File: config.mk
export PLATFORM = sky130hd
export DESIGN_NAME = shbi_host_port
export DESIGN_NICKNAME = d
export VERILOG_FILES = /design/src/hdl/shbi_pkg.sv /design/src/hdl/shbi_strobe_edge.sv /design/src/hdl/shbi_host_port.sv
export SDC_FILE = /design/constraint.sdc
export NUM_CORES = 1
export LEC_CHECK = 0
export ABC_AREA = 1
export BUFFER_PORTS_ARGS = -buffer_cell sky130_fd_sc_hd__buf_2
export CAP_MARGIN = 15
export CORE_MARGIN = 1.5
export CORE_UTILIZATION = 51
export DETAILED_ROUTE_END_ITERATION = 10
export PLACE_DENSITY = 0.85
export SLEW_MARGIN = 5
export SYNTH_ARGS = -nofsm -noshare
export SYNTH_HDL_FRONTEND = slang
export SYNTH_SLANG_ARGS = --single-unit
File: constraint.sdc
create_clock -name clk -period 2.9 [get_ports clk]
set_input_delay 0.58 -clock clk [delete_from_list [all_inputs] [get_ports clk]]
set_output_delay 0.58 -clock clk [all_outputs]
set_load 0.005 [all_outputs]
File: src/hdl/shbi_pkg.sv
// shared constants and carrier types for the slave host bus interface
package shbi_pkg;
  // internal instruction opcodes
  localparam logic [7:0] SHBI_OP_LOAD_USER_STATUS = 8'h90;
  localparam logic [7:0] SHBI_OP_ENABLE_FLAGS = 8'hA1;
  localparam logic [7:0] SHBI_OP_ENABLE_DMA = 8'hA2;
  // status register field positions
  localparam int SHBI_BIT_OBF = 0;
  localparam int SHBI_BIT_IBF = 1;
  localparam int SHBI_BIT_F0 = 2;
  localparam int SHBI_BIT_F1 = 3;
  localparam int SHBI_USER_LSB = 4;
  localparam int SHBI_USER_MSB = 7;
  // port 2 upper nibble positions (index 0 is port2_bit4)
  localparam int SHBI_P2_OBF = 0;
  localparam int SHBI_P2_IBF = 1;
  localparam int SHBI_P2_DRQ = 2;
  localparam int SHBI_P2_DMA_ACKNOWLEDGE = 3;
  // values after reset
  localparam logic [7:0] SHBI_STATUS_RESET = 8'h00;
  localparam logic [7:0] SHBI_BUFFER_RESET = 8'h00;
  localparam logic [3:0] SHBI_PORT2_RESET = 4'hF;
  localparam logic [3:0] SHBI_USER_RESET = 4'h0;

  // host bus pins as seen by the device
  typedef struct packed {
    logic cs_n;
    logic rd_n;
    logic wr_n;
    logic command_select;
    logic [7:0] data;
  } shbi_host_in_t;

  // one executed instruction from the internal core
  typedef struct packed {
    logic valid;
    logic [7:0] opcode;
    logic [7:0] acc;
  } shbi_instr_t;
endpackage

File: src/hdl/shbi_strobe_edge.sv
// trailing-edge detector for one active-low host strobe
`timescale 1ns/1ps
module shbi_strobe_edge (
  // clock and reset
  input wire logic clk,
  input wire logic reset,
  // strobe and qualifying select
  input wire logic strobe_n,
  input wire logic selected,
  // strobe in progress and trailing-edge pulse
  output logic active,
  output logic trail
);
  logic active_q;

  // the select is judged while the strobe is low, so a select that drops with
  // the trailing edge still counts
  assign active = ~strobe_n & selected;
  assign trail = active_q & ~active;

  // remember whether a selected strobe was in progress last cycle
  always_ff @(posedge clk) begin
    if (reset) begin
      active_q <= 1'b0;
    end else begin
      active_q <= active;
    end
  end
endmodule

File: src/hdl/shbi_host_port.sv
// device side of the slave host bus interface: buffers, status, flag and dma pins
// What this block does
// - separate input buffer from master and output buffer to master.
// - status bits: output full, input full, flag zero, flag one, user nibble.
// - load user status copies accumulator bits 4-7, bits 0-3 kept.
// - load user status is one-byte opcode 90H, single cycle.
// - strobes edge-triggered; flags and interrupt change after trailing edge.
// - port2 bits 4,5 are port pins until enable-flags runs.
// - flag mode: bit4 latch 1 shows output-full, 0 holds low.
// - flag mode: bit5 latch 1 shows inverted input-full, 0 holds low.
// - bits 6,7 port pins; after enable-dma, writing bit6 one raises request.
// - request drops at a read or write trailing edge with acknowledge still low, or enable-dma again.
// - in dma mode bit7 is acknowledge, selecting data buffers like chip select.
// - reset clears status and returns flag and dma pins to port use.
`timescale 1ns/1ps
module shbi_host_port (
  // clock and reset
  input wire logic clk,
  input wire logic reset,
  // master data bus side
  input wire shbi_pkg::shbi_host_in_t host_in,
  output logic [7:0] host_data_out,
  output logic host_data_oe_n,
  // internal core: instruction execution
  input wire shbi_pkg::shbi_instr_t instr,
  // internal core: buffer and flag access
  input wire logic in_buf_rd,
  input wire logic out_buf_wr,
  input wire logic [7:0] out_buf_data,
  input wire logic flag_wr,
  input wire logic flag_f0,
  input wire logic flag_f1,
  output logic [7:0] in_buf_data,
  output logic [7:0] status,
  output logic ibf_int,
  // port 2 upper nibble (index 0 is port2_bit4)
  input wire logic port2_wr,
  input wire logic [3:0] port2_wdata,
  input wire logic port2_bit7_in,
  output logic [3:0] port2_upper
);
  logic [7:0] in_buf_q, in_buf_d;
  logic [7:0] out_buf_q, out_buf_d;
  logic ibf_q, ibf_d, obf_q, obf_d, f0_q, f0_d, f1_q, f1_d;
  logic [3:0] user_q, user_d;
  logic flags_mode_q, dma_mode_q, drq_q, drq_d;
  logic [3:0] port2_latch_q, port2_pins_d, port2_upper_q;
  logic [7:0] wr_data_q, rd_data_q;
  logic wr_cmd_q, rd_cmd_q;
  logic dma_ack, selected, cmd_eff;
  logic rd_active, rd_trail, wr_active, wr_trail;
  logic op_load_status, op_en_flags, op_en_dma, data_read_done, dma_acknowledge_done;

  // one-shot instruction decode, shared by several registers
  function automatic logic is_op(input shbi_pkg::shbi_instr_t i, input logic [7:0] code);
    is_op = i.valid && (i.opcode == code);
  endfunction

  // instruction decode and bus selection
  assign op_load_status = is_op(instr, shbi_pkg::SHBI_OP_LOAD_USER_STATUS);
  assign op_en_flags = is_op(instr, shbi_pkg::SHBI_OP_ENABLE_FLAGS);
  assign op_en_dma = is_op(instr, shbi_pkg::SHBI_OP_ENABLE_DMA);
  assign dma_ack = dma_mode_q & ~port2_bit7_in;
  assign selected = ~host_in.cs_n | dma_ack;
  // an acknowledged dma cycle always addresses the data buffers
  assign cmd_eff = host_in.command_select & ~dma_ack;

  // read and write strobes, both acting on their trailing edge
  shbi_strobe_edge u_rd_edge (
    .clk(clk),
    .reset(reset),
    .strobe_n(host_in.rd_n),
    .selected(selected),
    .active(rd_active),
    .trail(rd_trail)
  );
  shbi_strobe_edge u_wr_edge (
    .clk(clk),
    .reset(reset),
    .strobe_n(host_in.wr_n),
    .selected(selected),
    .active(wr_active),
    .trail(wr_trail)
  );

  // capture bus while strobes are low; the last value before the edge is used
  always_ff @(posedge clk) begin
    if (reset) begin
      wr_data_q <= shbi_pkg::SHBI_BUFFER_RESET;
      wr_cmd_q <= 1'b0;
      rd_cmd_q <= 1'b0;
      rd_data_q <= shbi_pkg::SHBI_BUFFER_RESET;
    end else begin
      if (wr_active) begin
        wr_data_q <= host_in.data;
        wr_cmd_q <= cmd_eff;
      end
      if (rd_active) begin
        rd_cmd_q <= cmd_eff;
      end
      rd_data_q <= cmd_eff ? status : out_buf_q;
    end
  end

  assign data_read_done = rd_trail & ~rd_cmd_q;
  assign dma_acknowledge_done = dma_ack & (rd_trail | wr_trail);

  // buffer and flag next values; hardware set wins over any clear
  assign in_buf_d = wr_trail ? wr_data_q : in_buf_q;
  assign out_buf_d = out_buf_wr ? out_buf_data : out_buf_q;
  assign ibf_d = wr_trail | (ibf_q & ~in_buf_rd);
  assign obf_d = out_buf_wr | (obf_q & ~data_read_done);
  assign f0_d = flag_wr ? flag_f0 : f0_q;
  // a master write records whether the byte was a command
  assign f1_d = wr_trail ? wr_cmd_q : (flag_wr ? flag_f1 : f1_q);
  assign user_d = op_load_status ? instr.acc[shbi_pkg::SHBI_USER_MSB:shbi_pkg::SHBI_USER_LSB]
                                 : user_q;
  // a fresh request write wins over a same-cycle acknowledge
  assign drq_d = (dma_mode_q & port2_wr & port2_wdata[shbi_pkg::SHBI_P2_DRQ])
               | (drq_q & ~dma_acknowledge_done & ~op_en_dma);

  // status and buffer registers
  always_ff @(posedge clk) begin
    if (reset) begin
      in_buf_q <= shbi_pkg::SHBI_BUFFER_RESET;
      out_buf_q <= shbi_pkg::SHBI_BUFFER_RESET;
      ibf_q <= shbi_pkg::SHBI_STATUS_RESET[shbi_pkg::SHBI_BIT_IBF];
      obf_q <= shbi_pkg::SHBI_STATUS_RESET[shbi_pkg::SHBI_BIT_OBF];
      f0_q <= shbi_pkg::SHBI_STATUS_RESET[shbi_pkg::SHBI_BIT_F0];
      f1_q <= shbi_pkg::SHBI_STATUS_RESET[shbi_pkg::SHBI_BIT_F1];
      user_q <= shbi_pkg::SHBI_USER_RESET;
    end else begin
      in_buf_q <= in_buf_d;
      out_buf_q <= out_buf_d;
      ibf_q <= ibf_d;
      obf_q <= obf_d;
      f0_q <= f0_d;
      f1_q <= f1_d;
      user_q <= user_d;
    end
  end

  // pin modes, port latch and dma request
  always_ff @(posedge clk) begin
    if (reset) begin
      flags_mode_q <= 1'b0;
      dma_mode_q <= 1'b0;
      drq_q <= 1'b0;
      port2_latch_q <= shbi_pkg::SHBI_PORT2_RESET;
      port2_upper_q <= shbi_pkg::SHBI_PORT2_RESET;
    end else begin
      if (op_en_flags) begin
        flags_mode_q <= 1'b1;
      end
      if (op_en_dma) begin
        dma_mode_q <= 1'b1;
      end
      drq_q <= drq_d;
      if (port2_wr) begin
        port2_latch_q <= port2_wdata;
      end
      port2_upper_q <= port2_pins_d;
    end
  end

  // pin functions; the bit7 acknowledge pin floats high as an input in dma mode
  assign port2_pins_d[shbi_pkg::SHBI_P2_OBF] = flags_mode_q
    ? (port2_latch_q[shbi_pkg::SHBI_P2_OBF] & obf_q)
    : port2_latch_q[shbi_pkg::SHBI_P2_OBF];
  assign port2_pins_d[shbi_pkg::SHBI_P2_IBF] = flags_mode_q
    ? (port2_latch_q[shbi_pkg::SHBI_P2_IBF] & ~ibf_q)
    : port2_latch_q[shbi_pkg::SHBI_P2_IBF];
  assign port2_pins_d[shbi_pkg::SHBI_P2_DRQ] = dma_mode_q ? drq_q
    : port2_latch_q[shbi_pkg::SHBI_P2_DRQ];
  assign port2_pins_d[shbi_pkg::SHBI_P2_DMA_ACKNOWLEDGE] = dma_mode_q ? 1'b1
    : port2_latch_q[shbi_pkg::SHBI_P2_DMA_ACKNOWLEDGE];

  // outputs; the bus is driven for the whole selected read strobe
  assign status = {user_q, f1_q, f0_q, ibf_q, obf_q};
  assign host_data_out = rd_data_q;
  assign host_data_oe_n = ~rd_active;
  assign in_buf_data = in_buf_q;
  assign ibf_int = wr_trail;
  assign port2_upper = port2_upper_q;
endmodule

[Word-level counts from Yosys, hierarchy flattened]
Cells that the tools add are included.
Cells by class
  $mul: 0
  div/mod/pow operators: 0
  equality and inequality tests: 3
  shift-type cells: 0
  muxes and demuxes: 6
  add/sub/neg operators: 0
  order comparisons: 0
  bitwise operators: 34
  reductions and logical operators: 5
Operators with widths (count)
  8-bit == test (second input constant): 3
  1-bit AND: 16
  1-bit inverter: 13
  8-bit 2-to-1 mux: 1
  1-bit 2-to-1 mux: 5
  1-bit OR: 5
  1-bit logical AND: 3
  2-bit nonzero test: 1
  2-bit OR reduction: 1
Storage, ports and cells
  output and inout port bits: 30
  memory bits (read-only): 0
  latch bits: 0
  memories kept: 0
  word-level logic and storage cells: 67
  RAM bits: 0
  bits in registers: 55

[Depth between registers and ports, before layout]
Gate-level depths: netlist of the first run.
  depth after elaboration: 12
  gate-level depth with buffers: 9

[Cells and area by module]
Synthesis of the first run repeated with hierarchy kept, for this count alone.
Second synthesis, totals
  cell total of the unflattened synthesis: 270
  area total of the unflattened synthesis: 2212.1 um^2
By module, submodules not included
  shbi_host_port: times used 1, cells each 256, seq. area each 1061.0 um^2, area an instance 2114.5 um^2
  shbi_strobe_edge: times used 2, cells each 7, seq. area each 20.0 um^2, area an instance 48.8 um^2

[Least setup slack after synthesis of the first run]
Ideal clock, no wire load.
  kind: input port to output port
  start point: input port2_bit7_in
  end point: output ibf_int
  stages: 7
  arrival: 1.051 ns
  setup slack: 1.269 ns
  required time: 2.320 ns
  cells stage by stage: inv_1 nand2_2 nand2_4 nand2_4 nand2_2 inv_2 buf_6
On the way
  longest elaborated chain between the ends: 6
RTL lines
  start: declaration: RTL line shbi_host_port.sv:39  | input wire logic port2_bit7_in,
  1-bit inverter: RTL line shbi_host_port.sv:63  | assign dma_ack = dma_mode_q & ~port2_bit7_in;
  1-bit AND: RTL line shbi_host_port.sv:63
  1-bit OR: RTL line shbi_host_port.sv:64  | assign selected = ~host_in.cs_n | dma_ack;
  1-bit AND: RTL line shbi_strobe_edge.sv:18  | assign active = ~strobe_n & selected;
  1-bit inverter: RTL line shbi_strobe_edge.sv:19  | assign trail = active_q & ~active;
  1-bit AND: RTL line shbi_strobe_edge.sv:19
  end: declaration: RTL line shbi_host_port.sv:35  | output logic ibf_int,
Every way passes these cells.

[Worst setup path after layout of the first run]
Same ends and word-level chain as after synthesis.

==> results of run 1 <==
-- path summary, 6_finish.rpt --
kind                                  startpoint              to  slack [ps]  cells past startpoint
worst max-delay path               port2_bit7_in         ibf_int         850                      8
worst min-delay path            port2_latch_q[3]  port2_upper[3]         440                      2
worst max register to register        dma_mode_q  in_buf_data[7]        1630                      7
worst min register to register  port2_latch_q[3]  port2_upper[3]         440                      2
-- synth_stat cells, types with 3 or more instances --
cell type and count:
sky130_fd_sc_hd__nand3_1 7, sky130_fd_sc_hd__nand2_2 4, sky130_fd_sc_hd__a21oi_1 20, sky130_fd_sc_hd__inv_1 18, sky130_fd_sc_hd__dfxtp_1 55, sky130_fd_sc_hd__nand2_1 17, sky130_fd_sc_hd__o21ai_1 9, sky130_fd_sc_hd__nor2_1 61
sky130_fd_sc_hd__o21ai_0 35, sky130_fd_sc_hd__buf_6 3, sky130_fd_sc_hd__buf_4 6
-- registers in the layout, summed over array words and instances, names as in the netlist --
signal and count:
f0_q 1, flags_mode_q 1, dma_mode_q 1, rd_cmd_q 1
u_rd_edge.active_q 1, user_q 4, in_buf_data 8, ibf_q 1
out_buf_q 8, port2_latch_q 4, obf_q 1, port2_upper 4
host_data_out 8, u_wr_edge.active_q 1, wr_cmd_q 1, drq_q 1
f1_q 1, wr_data_q 8
-- area by class of cell --
cell class                 instances  area (µm²)  share of cell area [%]
clock buffer                       6        72.6                    2.92
timing repair buffer              76         383                    15.4
inverter                          22        95.1                    3.82
clock inverter                     1        30.0                    1.21
tap                               48        60.1                    2.41
multi-input combinational        162         746                    30.0
sequential                        55        1100                    44.3
-- worst register-to-register path: stages, from the launching register on --
cell                      delay [ps]
sky130_fd_sc_hd__dfxtp_1         340
sky130_fd_sc_hd__nand2_2         120
sky130_fd_sc_hd__nand2_4          70
sky130_fd_sc_hd__nand2_4         150
sky130_fd_sc_hd__nand2_2         100
sky130_fd_sc_hd__inv_2           210
sky130_fd_sc_hd__o21ai_0         110
sky130_fd_sc_hd__a21oi_1         120
-- cells by family (layout without fill, tap and decap cells) --
group / after synthesis / in the layout / synth area share, %
AND/OR/NAND/NOR: 94 / 94 / 19.1
AO/OA/AOI/OAI: 68 / 68 / 17.2
flip-flops: 55 / 55 / 53.7
buffers and inverters: 36 / 105 / 10.0
-- power groups by stage --
stage | sequential (W) | combinational, W | clock (W)
2_1_floorplan | 0.000826 | 0.0000899 | 0
3_3_place_gp | 0.000827 | 0.000143 | 0
3_5_place_dp | 0.000827 | 0.000146 | 0
4_1_cts | 0.000810 | 0.000146 | 0.000495
5_1_grt | 0.000814 | 0.000167 | 0.000522
6_report | 0.000810 | 0.000145 | 0.000475
-- per-stage QoR --
| stage | power [W] | hold WS [ps] |
|---|---|---|
| finish | 0.00143 | 437 |
| floorplan | 0.000916 | 399 |
| global placement | 0.000970 | 405 |
| detailed placement | 0.000973 | 411 |
| CTS | 0.00145 | 433 |
| global route | 0.00150 | 475 |
-- routing by layer --
| metal | track usage (%) | vias to the layer above | wire, µm |
|---|---|---|---|
| li1 | - | 948 | - |
| met1 | 23.7 | 792 | 1840 |
| met2 | 33.6 | 64 | 1870 |
| met3 | 5.62 | 4 | 291 |
| met4 | 6.89 | 0 | 40 |
| met5 | 0 | - | 0 |
==> summary by stage, run 1 <==
Clocking
Counting along the longest clock path gives a buffer depth of 2. The TritonCTS clock tree is yes. For the worst-skew pair, the clock arrives at the later sink with an insertion delay of approximately 300 ps. The post-cts gate resize count is 0. Counting the buffers created by CTS gives 5. The number of buffers inserted for hold repair after clock tree synthesis is 0. CTS built an H-tree with a depth of 2. The post-CTS setup buffer count is 0.

Clock-pin slew was measured on the worst setup and hold paths at ~80 ps. In this run the clock root is driven by a sky130_fd_sc_hd__clkbuf_8. CTS saw 55 sinks.

Place
OpenSTA, run right after detailed placement, puts the worst setup slack at approximately 860 ps. In this run the cell area measured after placement is 2380 µm². Routability-driven placement finished with a final weighted congestion of around 0.81. Detailed placement ended at an HPWL of ~3000 µm.

During placement, the flow inserted port buffers numbering between 70 and 80. Including well taps, the total number of placed cells is roughly 360.

Synthesis
Summed over all instances, the cell type with the most area after synthesis is sky130_fd_sc_hd__dfxtp_1. The Yosys step of the flow raised 0 warnings. The cell area that synthesis handed to floorplanning was slightly above 2000 µm².

The unique cell type count in the Yosys netlist is 25. The synthesized design contains 0 enable-type register cells. The synthesized flop and latch total is between 50 and 60. After synthesis, the share of flip-flops with an asynchronous set or reset is 0%. The proportion of netlist area held by the largest area contributor is around 54%. The primary flip-flop cell chosen by synthesis mapping is sky130_fd_sc_hd__dfxtp_1. The average cell area after synthesis is approximately 8.1 µm². After synthesis, the cell types taking the most area are sky130_fd_sc_hd__dfxtp_1 54%, sky130_fd_sc_hd__nor2_1 11%, sky130_fd_sc_hd__o21ai_0 8.5%. The synthesized netlist cell count is 253.

When the netlist entered floorplanning its net count stood at between 300 and 400. After synthesis, flip-flops and latches occupy around 54% of the total area.

Pwr
The power density normalized to cell area is between 500 and 600 nW/µm². The clock share of power is 33.2%. VDD sags by at most 478 µV. For this design the total switching power over the nets is ~0.00032 W. Of the total power, combinational logic draws roughly 10%. Registers are responsible for between 50 and 60% of the overall power. Internal power comes to 0.00111 W. The switching share of power is between 20 and 25%.

The leakage component of the power is approximately 1.2 nW.

STA
Setup repair after global routing left no endpoint under its margin. The final worst setup slack is roughly 850 ps. Of the available clock period, the critical path in the final layout requires 70.5%. The total of endpoints with negative setup slack in the final report is 0.

For the pin with the worst max-slew slack, the measured transition is between 300 and 400 ps. The post-route minimum period is a little over 2000 ps. The hold violation total from the final report is 0. The final number of max-transition violations is 0.

The post-route setup TNS is 0 ps. In this run the tightest slew margin relative to its limit is between 70 and 80%. Based on the critical path, the design can be clocked at up to between 400 and 500 MHz.

The clock arrives with between 4 and 5 ps of skew.

Final layout
Compared with the post-synthesis result, the final layout area differs by 21.2%. The library cells used most frequently in the layout, excluding fill and tap cells, are 75 x sky130_fd_sc_hd__buf_2, 61 x sky130_fd_sc_hd__nor2_1, 55 x sky130_fd_sc_hd__dfxtp_1. The filler cell count in the final layout is 320. The final cell area excluding filler cells is roughly 2500 µm². The most common cell after layout, fill and taps aside is sky130_fd_sc_hd__buf_2. The net count reported at finish is roughly 370. The finished layout holds 370 standard cells, fillers aside. The post-route netlist has 29.2% of its cells at a drive strength greater than 1. The number of antenna diodes in the final layout is 0. The post-route core utilization is roughly 66%.

Floorplanning
The initial utilization of the core area, before any placement, comes to between 50 and 60%. The chip height is about 66 µm. The floorplan step defined a die boundary enclosing about 4400 µm². The floorplan step defined a core boundary enclosing around 3800 µm².

The count of boundary I/O pins is 80. The overall die width is 66.4 µm. The floorplan has 22 rows.

Critical path
The worst setup path is captured at a primary output. The cell type group with the largest total delay on the critical path is buffers and inverters. The longest individual stage delay on the worst path is 200 ps.

The critical path contains buffers and inverters numbering 4 combined. Along the worst path, the maximum fanout reaches 11. The critical path required time is approximately 2300 ps.

Data on the critical path arrives at its endpoint at approximately 1500 ps. The startpoint type of the worst setup path is an input pin. Traced cell by cell, the critical path runs through buf_2 > inv_1 > nand2_2 > nand2_4 > nand2_4 > nand2_2 > inv_2 > buf_2.

The type of the worst setup path is in2out. The critical path's slowest cell is sky130_fd_sc_hd__inv_2.

Status
The run finished with clean final reports.

Routing
The routed design has between 4000 and 5000 µm of wire. For this run, the detailed router's first-pass iteration total came to 4. In the final routed layout, each cell accounts on average for roughly 11 µm. The DRC violation count after routing is 0. After the first detailed-routing iteration, the DRC count stood at 91. The number of vias in the routed layout is approximately 1800.

In this run the remaining antenna-violating nets after routing total 0. After detailed routing, the number of vias per cell comes to about 4.9.

Flow run
The tool flagged a number of max-cap violations equal to 0.

Global route
The number of global-route vias before repair is approximately 1600. For this run, the total global-route usage over all layers was measured as 19.8%. The initial antenna violation count was 0. The total congestion overflow after global routing is 0. The wire length of the first global-routing pass is roughly 6600 µm.

The pin count of the biggest net entering global routing is 41.

Hold path
The worst hold path belongs to the class reg2reg.
No activity file was read; power rests on OpenSTA's default activity.
==> run 2, diff against run 1 <==
- CORE_UTILIZATION: 51 -> 48
- PLACE_DENSITY: 0.85 -> 0.81
- clock period: 2.9 -> 2.1 ns (I/O delays scaled with it)
==> run 2 against run 1 <==
  * Die area up 6.0%
  * Critical endpoint unchanged
  * Clock skew up 3.6 ps
  * Largest power group unchanged
  * Sequential cell count unchanged
  * Global-route usage down 0.69 points
  * First-iteration DRC count down 3.3%
  * Power up 49%
  * Register-to-register slack worse by 910 ps
  * Count of clock-buffer cells in the layout down 1
  * Wire length up 5.5%
  * Non-clock buffer count up 2
  * Highest routed layer unchanged
  * Via count down 0.55%
  * Sequential power up 38%
==> summary by stage, run 2 (synthesis results as in run 1) <==
Status
Outcome: completed (unchanged).

Pwr
The part of the power in registers is 52.6% (was 56.7%). The leakage component of the power is 1.22 nW (was 1.19 nW). The clock share of power is 37.8% (was 33.2%).

The power spent charging and discharging nets came to 0.000466 W (was 0.000318 W). The switching share of power is 21.9% (was 22.3%). The highest ir drop seen on vdd is 407 µV (was 478 µV).

The power density normalized to cell area is 838 nW/µm² (was 575 nW/µm²). The combinational cell fraction of total power is 9.6% (was 10.1%). The power after layout is 0.00213 W (was 0.00143 W). The internal power is 0.00166 W (was 0.00111 W).

Global route
The pin count of the biggest net entering global routing is 29 (was 41). The total congestion overflow after global routing is 0 (unchanged). The number of global-route vias before repair is 1594 (was 1590). The wire length of the first global-routing pass was 6740 µm (was 6600 µm). The initial antenna violation count is 0 (unchanged). The overall global routing resource usage is 19.1% (was 19.8%).

Clocking
The root buffer cell is sky130_fd_sc_hd__clkbuf_8 (unchanged). The number of buffers inserted during clock tree synthesis came to 5 (unchanged). The post-cts gate resize count was 0 (unchanged). The TritonCTS clock tree is yes (unchanged). The post-CTS setup buffer count is 0 (unchanged). The clock sink total is 55 (unchanged). The number of buffers inserted for hold repair after clock tree synthesis is 0 (unchanged). The clock tree buffer depth came to 2 (unchanged).

The insertion delay of the later-clocked pin in the worst-skew pair is 300 ps (about the same). The number of H-tree levels is 2 (unchanged). The clock slew at the register clock pins of the worst setup and hold paths was 90 ps (was 80 ps).

Final layout
The net count reported at finish is 374 (was 372). Commonest cells after routing, fill and taps aside: 75 x sky130_fd_sc_hd__buf_2, 61 x sky130_fd_sc_hd__nor2_1, 55 x sky130_fd_sc_hd__dfxtp_1 (unchanged). The area added between synthesis and finish came to 23.7% (was 21.2%). The final antenna diode count was 0 (unchanged). The final instance count without filler cells is 375 (was 370). The layout cell share with drive strength beyond 1 was 30.2% (was 29.2%). The most common cell after layout, fill and taps aside is sky130_fd_sc_hd__buf_2 (unchanged).

Critical path
The startpoint type of the worst setup path was a flip-flop (was input pin). The critical-path maximum fanout is 11 (unchanged). The critical path arrival is 1300 ps (was 1470 ps).

The type of the worst setup path is reg2out (was in2out). The critical path required time is 1680 ps (was 2320 ps). The endpoint type of the worst setup path was a primary output (unchanged).

STA
The final worst setup slack is 384 ps (was 854 ps). The total of endpoints with negative setup slack in the final report was 0 (unchanged). The smallest clock period supported by the final layout is computed as between 1500 and 2000 ps. The final number of max-transition violations is 0 (unchanged). Setup repair after global routing missed its margin: false (unchanged). The hold violation total from the final report is 0 (unchanged). The highest attainable clock frequency is between 500 and 600 MHz. The post-route setup TNS is 0 ps (unchanged). The slew at the pin closest to its max-slew limit is 421 ps (was 374 ps). The largest clock skew in the final design was 7.96 ps (was 4.35 ps).

The worst slack on hold paths is 323 ps (was 437 ps). In the finished design, the share of the clock period the worst path needs comes to between 80% and 90%. The remaining max-slew budget at the tightest pin is 71.9% (was 75.0%).

Routing
The detailed-routing iteration count for the pre-antenna-repair pass was 4 (unchanged). The routed via count divided by cell count is 4.79 (was 4.89). The post-route antenna net violation count is 0 (unchanged). The final wirelength is 4260 µm (was 4040 µm). The wire length per cell came to 11.4 µm (was 10.9 µm). The count of routing violations after the opening detailed-route iteration is 88 (was 91). The DRC violation count after routing came to 0 (unchanged). The number of vias in the routed layout was 1798 (was 1808).

Floorplanning
The overall die width is 68.4 µm (was 66.4 µm). The area of the core is 4060 µm² (was 3770 µm²). The number of rows created at floorplan is 23 (was 22). The count of boundary I/O pins is 80 (unchanged). The starting utilization of the core area is 50.6% (was 54.4%).

The die area is 4680 µm² (was 4410 µm²). The chip height is 68.4 µm (was 66.4 µm).

Place
The placed instance count is 367 (was 363). The worst setup slack after placement was 504 ps (was 861 ps). The post-DP HPWL is 3130 µm (was 2920 µm).

The placer congestion estimate is 0.816 (was 0.809). The number of buffers added on ports is 75 (unchanged).

Hold path
The path class of the lowest-slack min-delay path is in2reg (was reg2reg).

Flow run
The max-capacitance violation count is 0 (unchanged).
==> run 2: cell types whose count changed in the layout (fill, tap and decap cells not counted) <==
| cell | delta |
|---|---|
| sky130_fd_sc_hd__clkbuf_1 | -1 |
| sky130_fd_sc_hd__clkinvlp_4 | +1 |
| sky130_fd_sc_hd__buf_4 | +2 |
| sky130_fd_sc_hd__bufinv_16 | +1 |
==> run 2: final timing paths <==
path / slack (ps) / start / depth (start not counted) / to
setup / recovery: 380 / dma_mode_q / 6 / ibf_int
hold reg to reg: 440 / port2_latch_q[3] / 2 / port2_upper[3]
setup reg to reg: 720 / dma_mode_q / 8 / in_buf_data[7]
hold / removal: 320 / flag_wr / 2 / f0_q
==> run 2: worst max-delay path: stages (launching register included) <==
cell	delay [ps]
sky130_fd_sc_hd__dfxtp_1	390
sky130_fd_sc_hd__nand2_2	110
sky130_fd_sc_hd__nand2_4	100
sky130_fd_sc_hd__nand2_4	120
sky130_fd_sc_hd__nand2_2	120
sky130_fd_sc_hd__inv_2	40
sky130_fd_sc_hd__buf_2	120
==> run 2: power by group through the flow <==
stage / Sequential (W) / Combinational, W / Clock (W)
floorplan: 0.00114 / 0.000124 / 0
global placement: 0.00114 / 0.000201 / 0
detailed placement: 0.00114 / 0.000206 / 0
CTS: 0.00112 / 0.000207 / 0.000823
global route: 0.00113 / 0.000235 / 0.000864
finish: 0.00112 / 0.000204 / 0.000804
==> run 2: area by class of cell <==
type	instances	area [µm²]
Timing Repair Buffer	78	398
Inverter	22	95.1
Clock buffer	5	68.8
Tap cell	50	62.6
Sequential cell	55	1100
Multi-Input combinational cell	162	746
Fill cell	379	1520
Clock inverter	3	67.6
==> run 2: stage by stage <==
| stage | utilization, % | cell area, µm² |
|---|---|---|
| 6_report | 62.6 | 2540 |
| 5_1_grt | 62.6 | 2540 |
| 4_1_cts | 62.6 | 2540 |
| 3_5_place_dp | 59.2 | 2400 |
| 3_3_place_gp | 59.2 | 2400 |
| 2_1_floorplan | - | 2050 |
==> run 2: routing by layer <==
metal  wire length (µm)  up-vias  share of wire [%]  track usage, %
met5                  0        -                  0               0
met4                 23        0               0.54            5.25
met3                205        4                4.8            3.45
met2               1990       54                 47            32.2
met1               2050      785                 48            24.9
li1                   -      955                  -               -
==> run 3, diff against run 2 <==
- clock period: 2.1 -> 1.8 ns (I/O delays scaled with it)
==> run 3 against run 2 <==
  * Wire length up 0.47%
  * Critical endpoint unchanged
  * Sequential cell count unchanged
  * Clock skew is 1.7 ps lower
==> summary by stage, run 3 (synthesis results as in run 1) <==
Pwr
The clock share of power is 31.7% (was 37.8%). The highest ir drop seen on vdd is 487 µV (was 407 µV). The power density normalized to cell area is 904 nW/µm² (was 838 nW/µm²).

The switching share of power was 23.2% (was 21.9%). The power after layout is 0.00226 W (was 0.00213 W). The part of the power in registers is 57.7% (was 52.6%). The power spent charging and discharging nets is 0.000525 W (was 0.000466 W).

The leakage component of the power came to 1.20 nW (was 1.22 nW). The combinational cell fraction of total power was 10.5% (was 9.6%). The internal power came to 0.00174 W (was 0.00166 W).

Clocking
The clock tree buffer depth was 2 (unchanged). The number of H-tree levels was 2 (unchanged). The clock sink total is 55 (unchanged). The TritonCTS clock tree is yes (unchanged). The root buffer cell is sky130_fd_sc_hd__clkbuf_8 (unchanged).

The post-cts gate resize count is 0 (unchanged). The insertion delay of the later-clocked pin in the worst-skew pair is 300 ps (about the same). The number of buffers inserted for hold repair after clock tree synthesis is 0 (unchanged). The clock slew at the register clock pins of the worst setup and hold paths came to 90 ps (about the same).

The post-CTS setup buffer count is 0 (unchanged). The number of buffers inserted during clock tree synthesis is 5 (unchanged).

Routing
The detailed-routing iteration count for the pre-antenna-repair pass was 4 (unchanged). The DRC violation count after routing is 0 (unchanged). The post-route antenna net violation count is 0 (unchanged). The routed via count divided by cell count is 4.83 (was 4.79).

The wire length per cell is 11.4 µm (about the same). The final wirelength is 4280 µm (was 4260 µm). The number of vias in the routed layout is 1813 (was 1798). The count of routing violations after the opening detailed-route iteration is 93 (was 88).

Critical path
The critical path required time is 1440 ps (was 1680 ps). The type of the worst setup path was reg2out (unchanged). The startpoint type of the worst setup path is a flip-flop (unchanged). The critical path arrival was 1290 ps (was 1300 ps).

The endpoint type of the worst setup path is a primary output (unchanged). The critical-path maximum fanout is 11 (unchanged). The number of cells traversed by the worst register-to-register path is 8 (unchanged).

Place
The post-DP HPWL was 3110 µm (was 3130 µm). The number of buffers added on ports is 75 (unchanged). The placer congestion estimate is 0.820 (was 0.816).

Final layout
The net count reported at finish came to 374 (unchanged). The filler cell count in the final layout is 372 (was 379). The layout cell share with drive strength beyond 1 is 29.8% (was 30.2%).

The area added between synthesis and finish is 22.0% (was 23.7%). Commonest cells after routing, fill and taps aside: 75 x sky130_fd_sc_hd__buf_2, 61 x sky130_fd_sc_hd__nor2_1, 55 x sky130_fd_sc_hd__dfxtp_1 (unchanged). The final antenna diode count is 0 (unchanged). The most common cell after layout, fill and taps aside is sky130_fd_sc_hd__buf_2 (unchanged).

Global route
The wire length of the first global-routing pass was 6890 µm (was 6740 µm). The initial antenna violation count is 0 (unchanged). The total congestion overflow after global routing is 0 (unchanged). The pin count of the biggest net entering global routing is 30 (was 29). The number of global-route vias before repair is 1609 (was 1594). The overall global routing resource usage was 19.9% (was 19.1%).

Floorplanning
The area of the core came to 4060 µm² (unchanged). The overall die width is 68.4 µm (unchanged). The number of rows created at floorplan is 23 (unchanged). The chip height is 68.4 µm (unchanged). The die area is 4680 µm² (unchanged). The count of boundary I/O pins is 80 (unchanged). The starting utilization of the core area was 50.6% (unchanged).

Status
Outcome: completed (unchanged).

STA
The hold violation total from the final report came to 0 (unchanged). Static timing analysis puts the maximum clock frequency at approximately 600 MHz. The remaining max-slew budget at the tightest pin was 73.4% (was 71.9%). The post-route minimum period is 1650 ps. The final number of max-transition violations was 0 (unchanged). The fraction of the cycle the final worst path needs is 91.9%. Setup repair after global routing missed its margin: false (unchanged). The largest clock skew in the final design is 6.22 ps (was 7.96 ps).

The slew at the pin closest to its max-slew limit came to 398 ps (was 421 ps). The post-route setup TNS is 0 ps (unchanged). The total of endpoints with negative setup slack in the final report is 0 (unchanged).

Hold path
The worst hold path stage count is 2 (unchanged). The path class of the lowest-slack min-delay path was in2reg (unchanged).

Flow run
The max-capacitance violation count is 0 (unchanged).
run 3: cell count changes in the layout (fill, tap and decap cells not counted), sizes merged:
cell,previous run,this run
clkinvlp,1,0
clkbuf,5,8
bufinv,2,0
run 3: per-layer routing:
layer / GRT usage [%] / vias up / wire length (µm)
met1: 23.6 / 802 / 1960
met5: 0 / - / 0
li1: - / 949 / -
met4: 6.00 / 0 / 24
met2: 34.4 / 60 / 2020
met3: 6.09 / 2 / 281
run 3: final cells by class:
cell class / instances / area [µm²] / area share (%)
Timing Repair Buffer: 78 / 398 / 15.9
Tap cell: 50 / 62.6 / 2.50
Inverter: 22 / 95.1 / 3.80
Sequential cell: 55 / 1100 / 44.0
Multi-Input combinational cell: 162 / 746 / 29.8
Clock buffer: 8 / 100 / 4.00
run 3: worst max-delay path: stages, from the launching register on:
cell and delay (ps):
sky130_fd_sc_hd__dfxtp_1 340, sky130_fd_sc_hd__nand2_2 120, sky130_fd_sc_hd__nand2_4 80, sky130_fd_sc_hd__nand2_4 160
sky130_fd_sc_hd__nand2_2 100, sky130_fd_sc_hd__inv_2 90, sky130_fd_sc_hd__buf_2 110
run 3: final timing paths:
kind	from	endpoint	slack, ps
max	dma_mode_q	ibf_int	150
max reg2reg	dma_mode_q	in_buf_data[7]	420
min	flag_wr	f0_q	260
min reg2reg	port2_latch_q[3]	port2_upper[3]	440
run 3: power groups by stage:
stage | clock, W | sequential, W | combinational (W)
global route | 0.000800 | 0.00131 | 0.000274
floorplan | 0 | 0.00133 | 0.000145
finish | 0.000718 | 0.00131 | 0.000238
global placement | 0 | 0.00133 | 0.000234
CTS | 0.000740 | 0.00131 | 0.000241
detailed placement | 0 | 0.00133 | 0.000240
run 3: through the flow:
stage          util [%]  setup WS, ps  hold WS (ps)  cells  area, µm²
6_report           61.7           146           262    375       2500
4_1_cts            61.7           119           253    375       2500
3_3_place_gp       59.2           318           414    367       2400
3_5_place_dp       59.2           287           430    367       2400
5_1_grt            61.7          47.5           249    375       2500
2_1_floorplan         -           609           399    253       2050
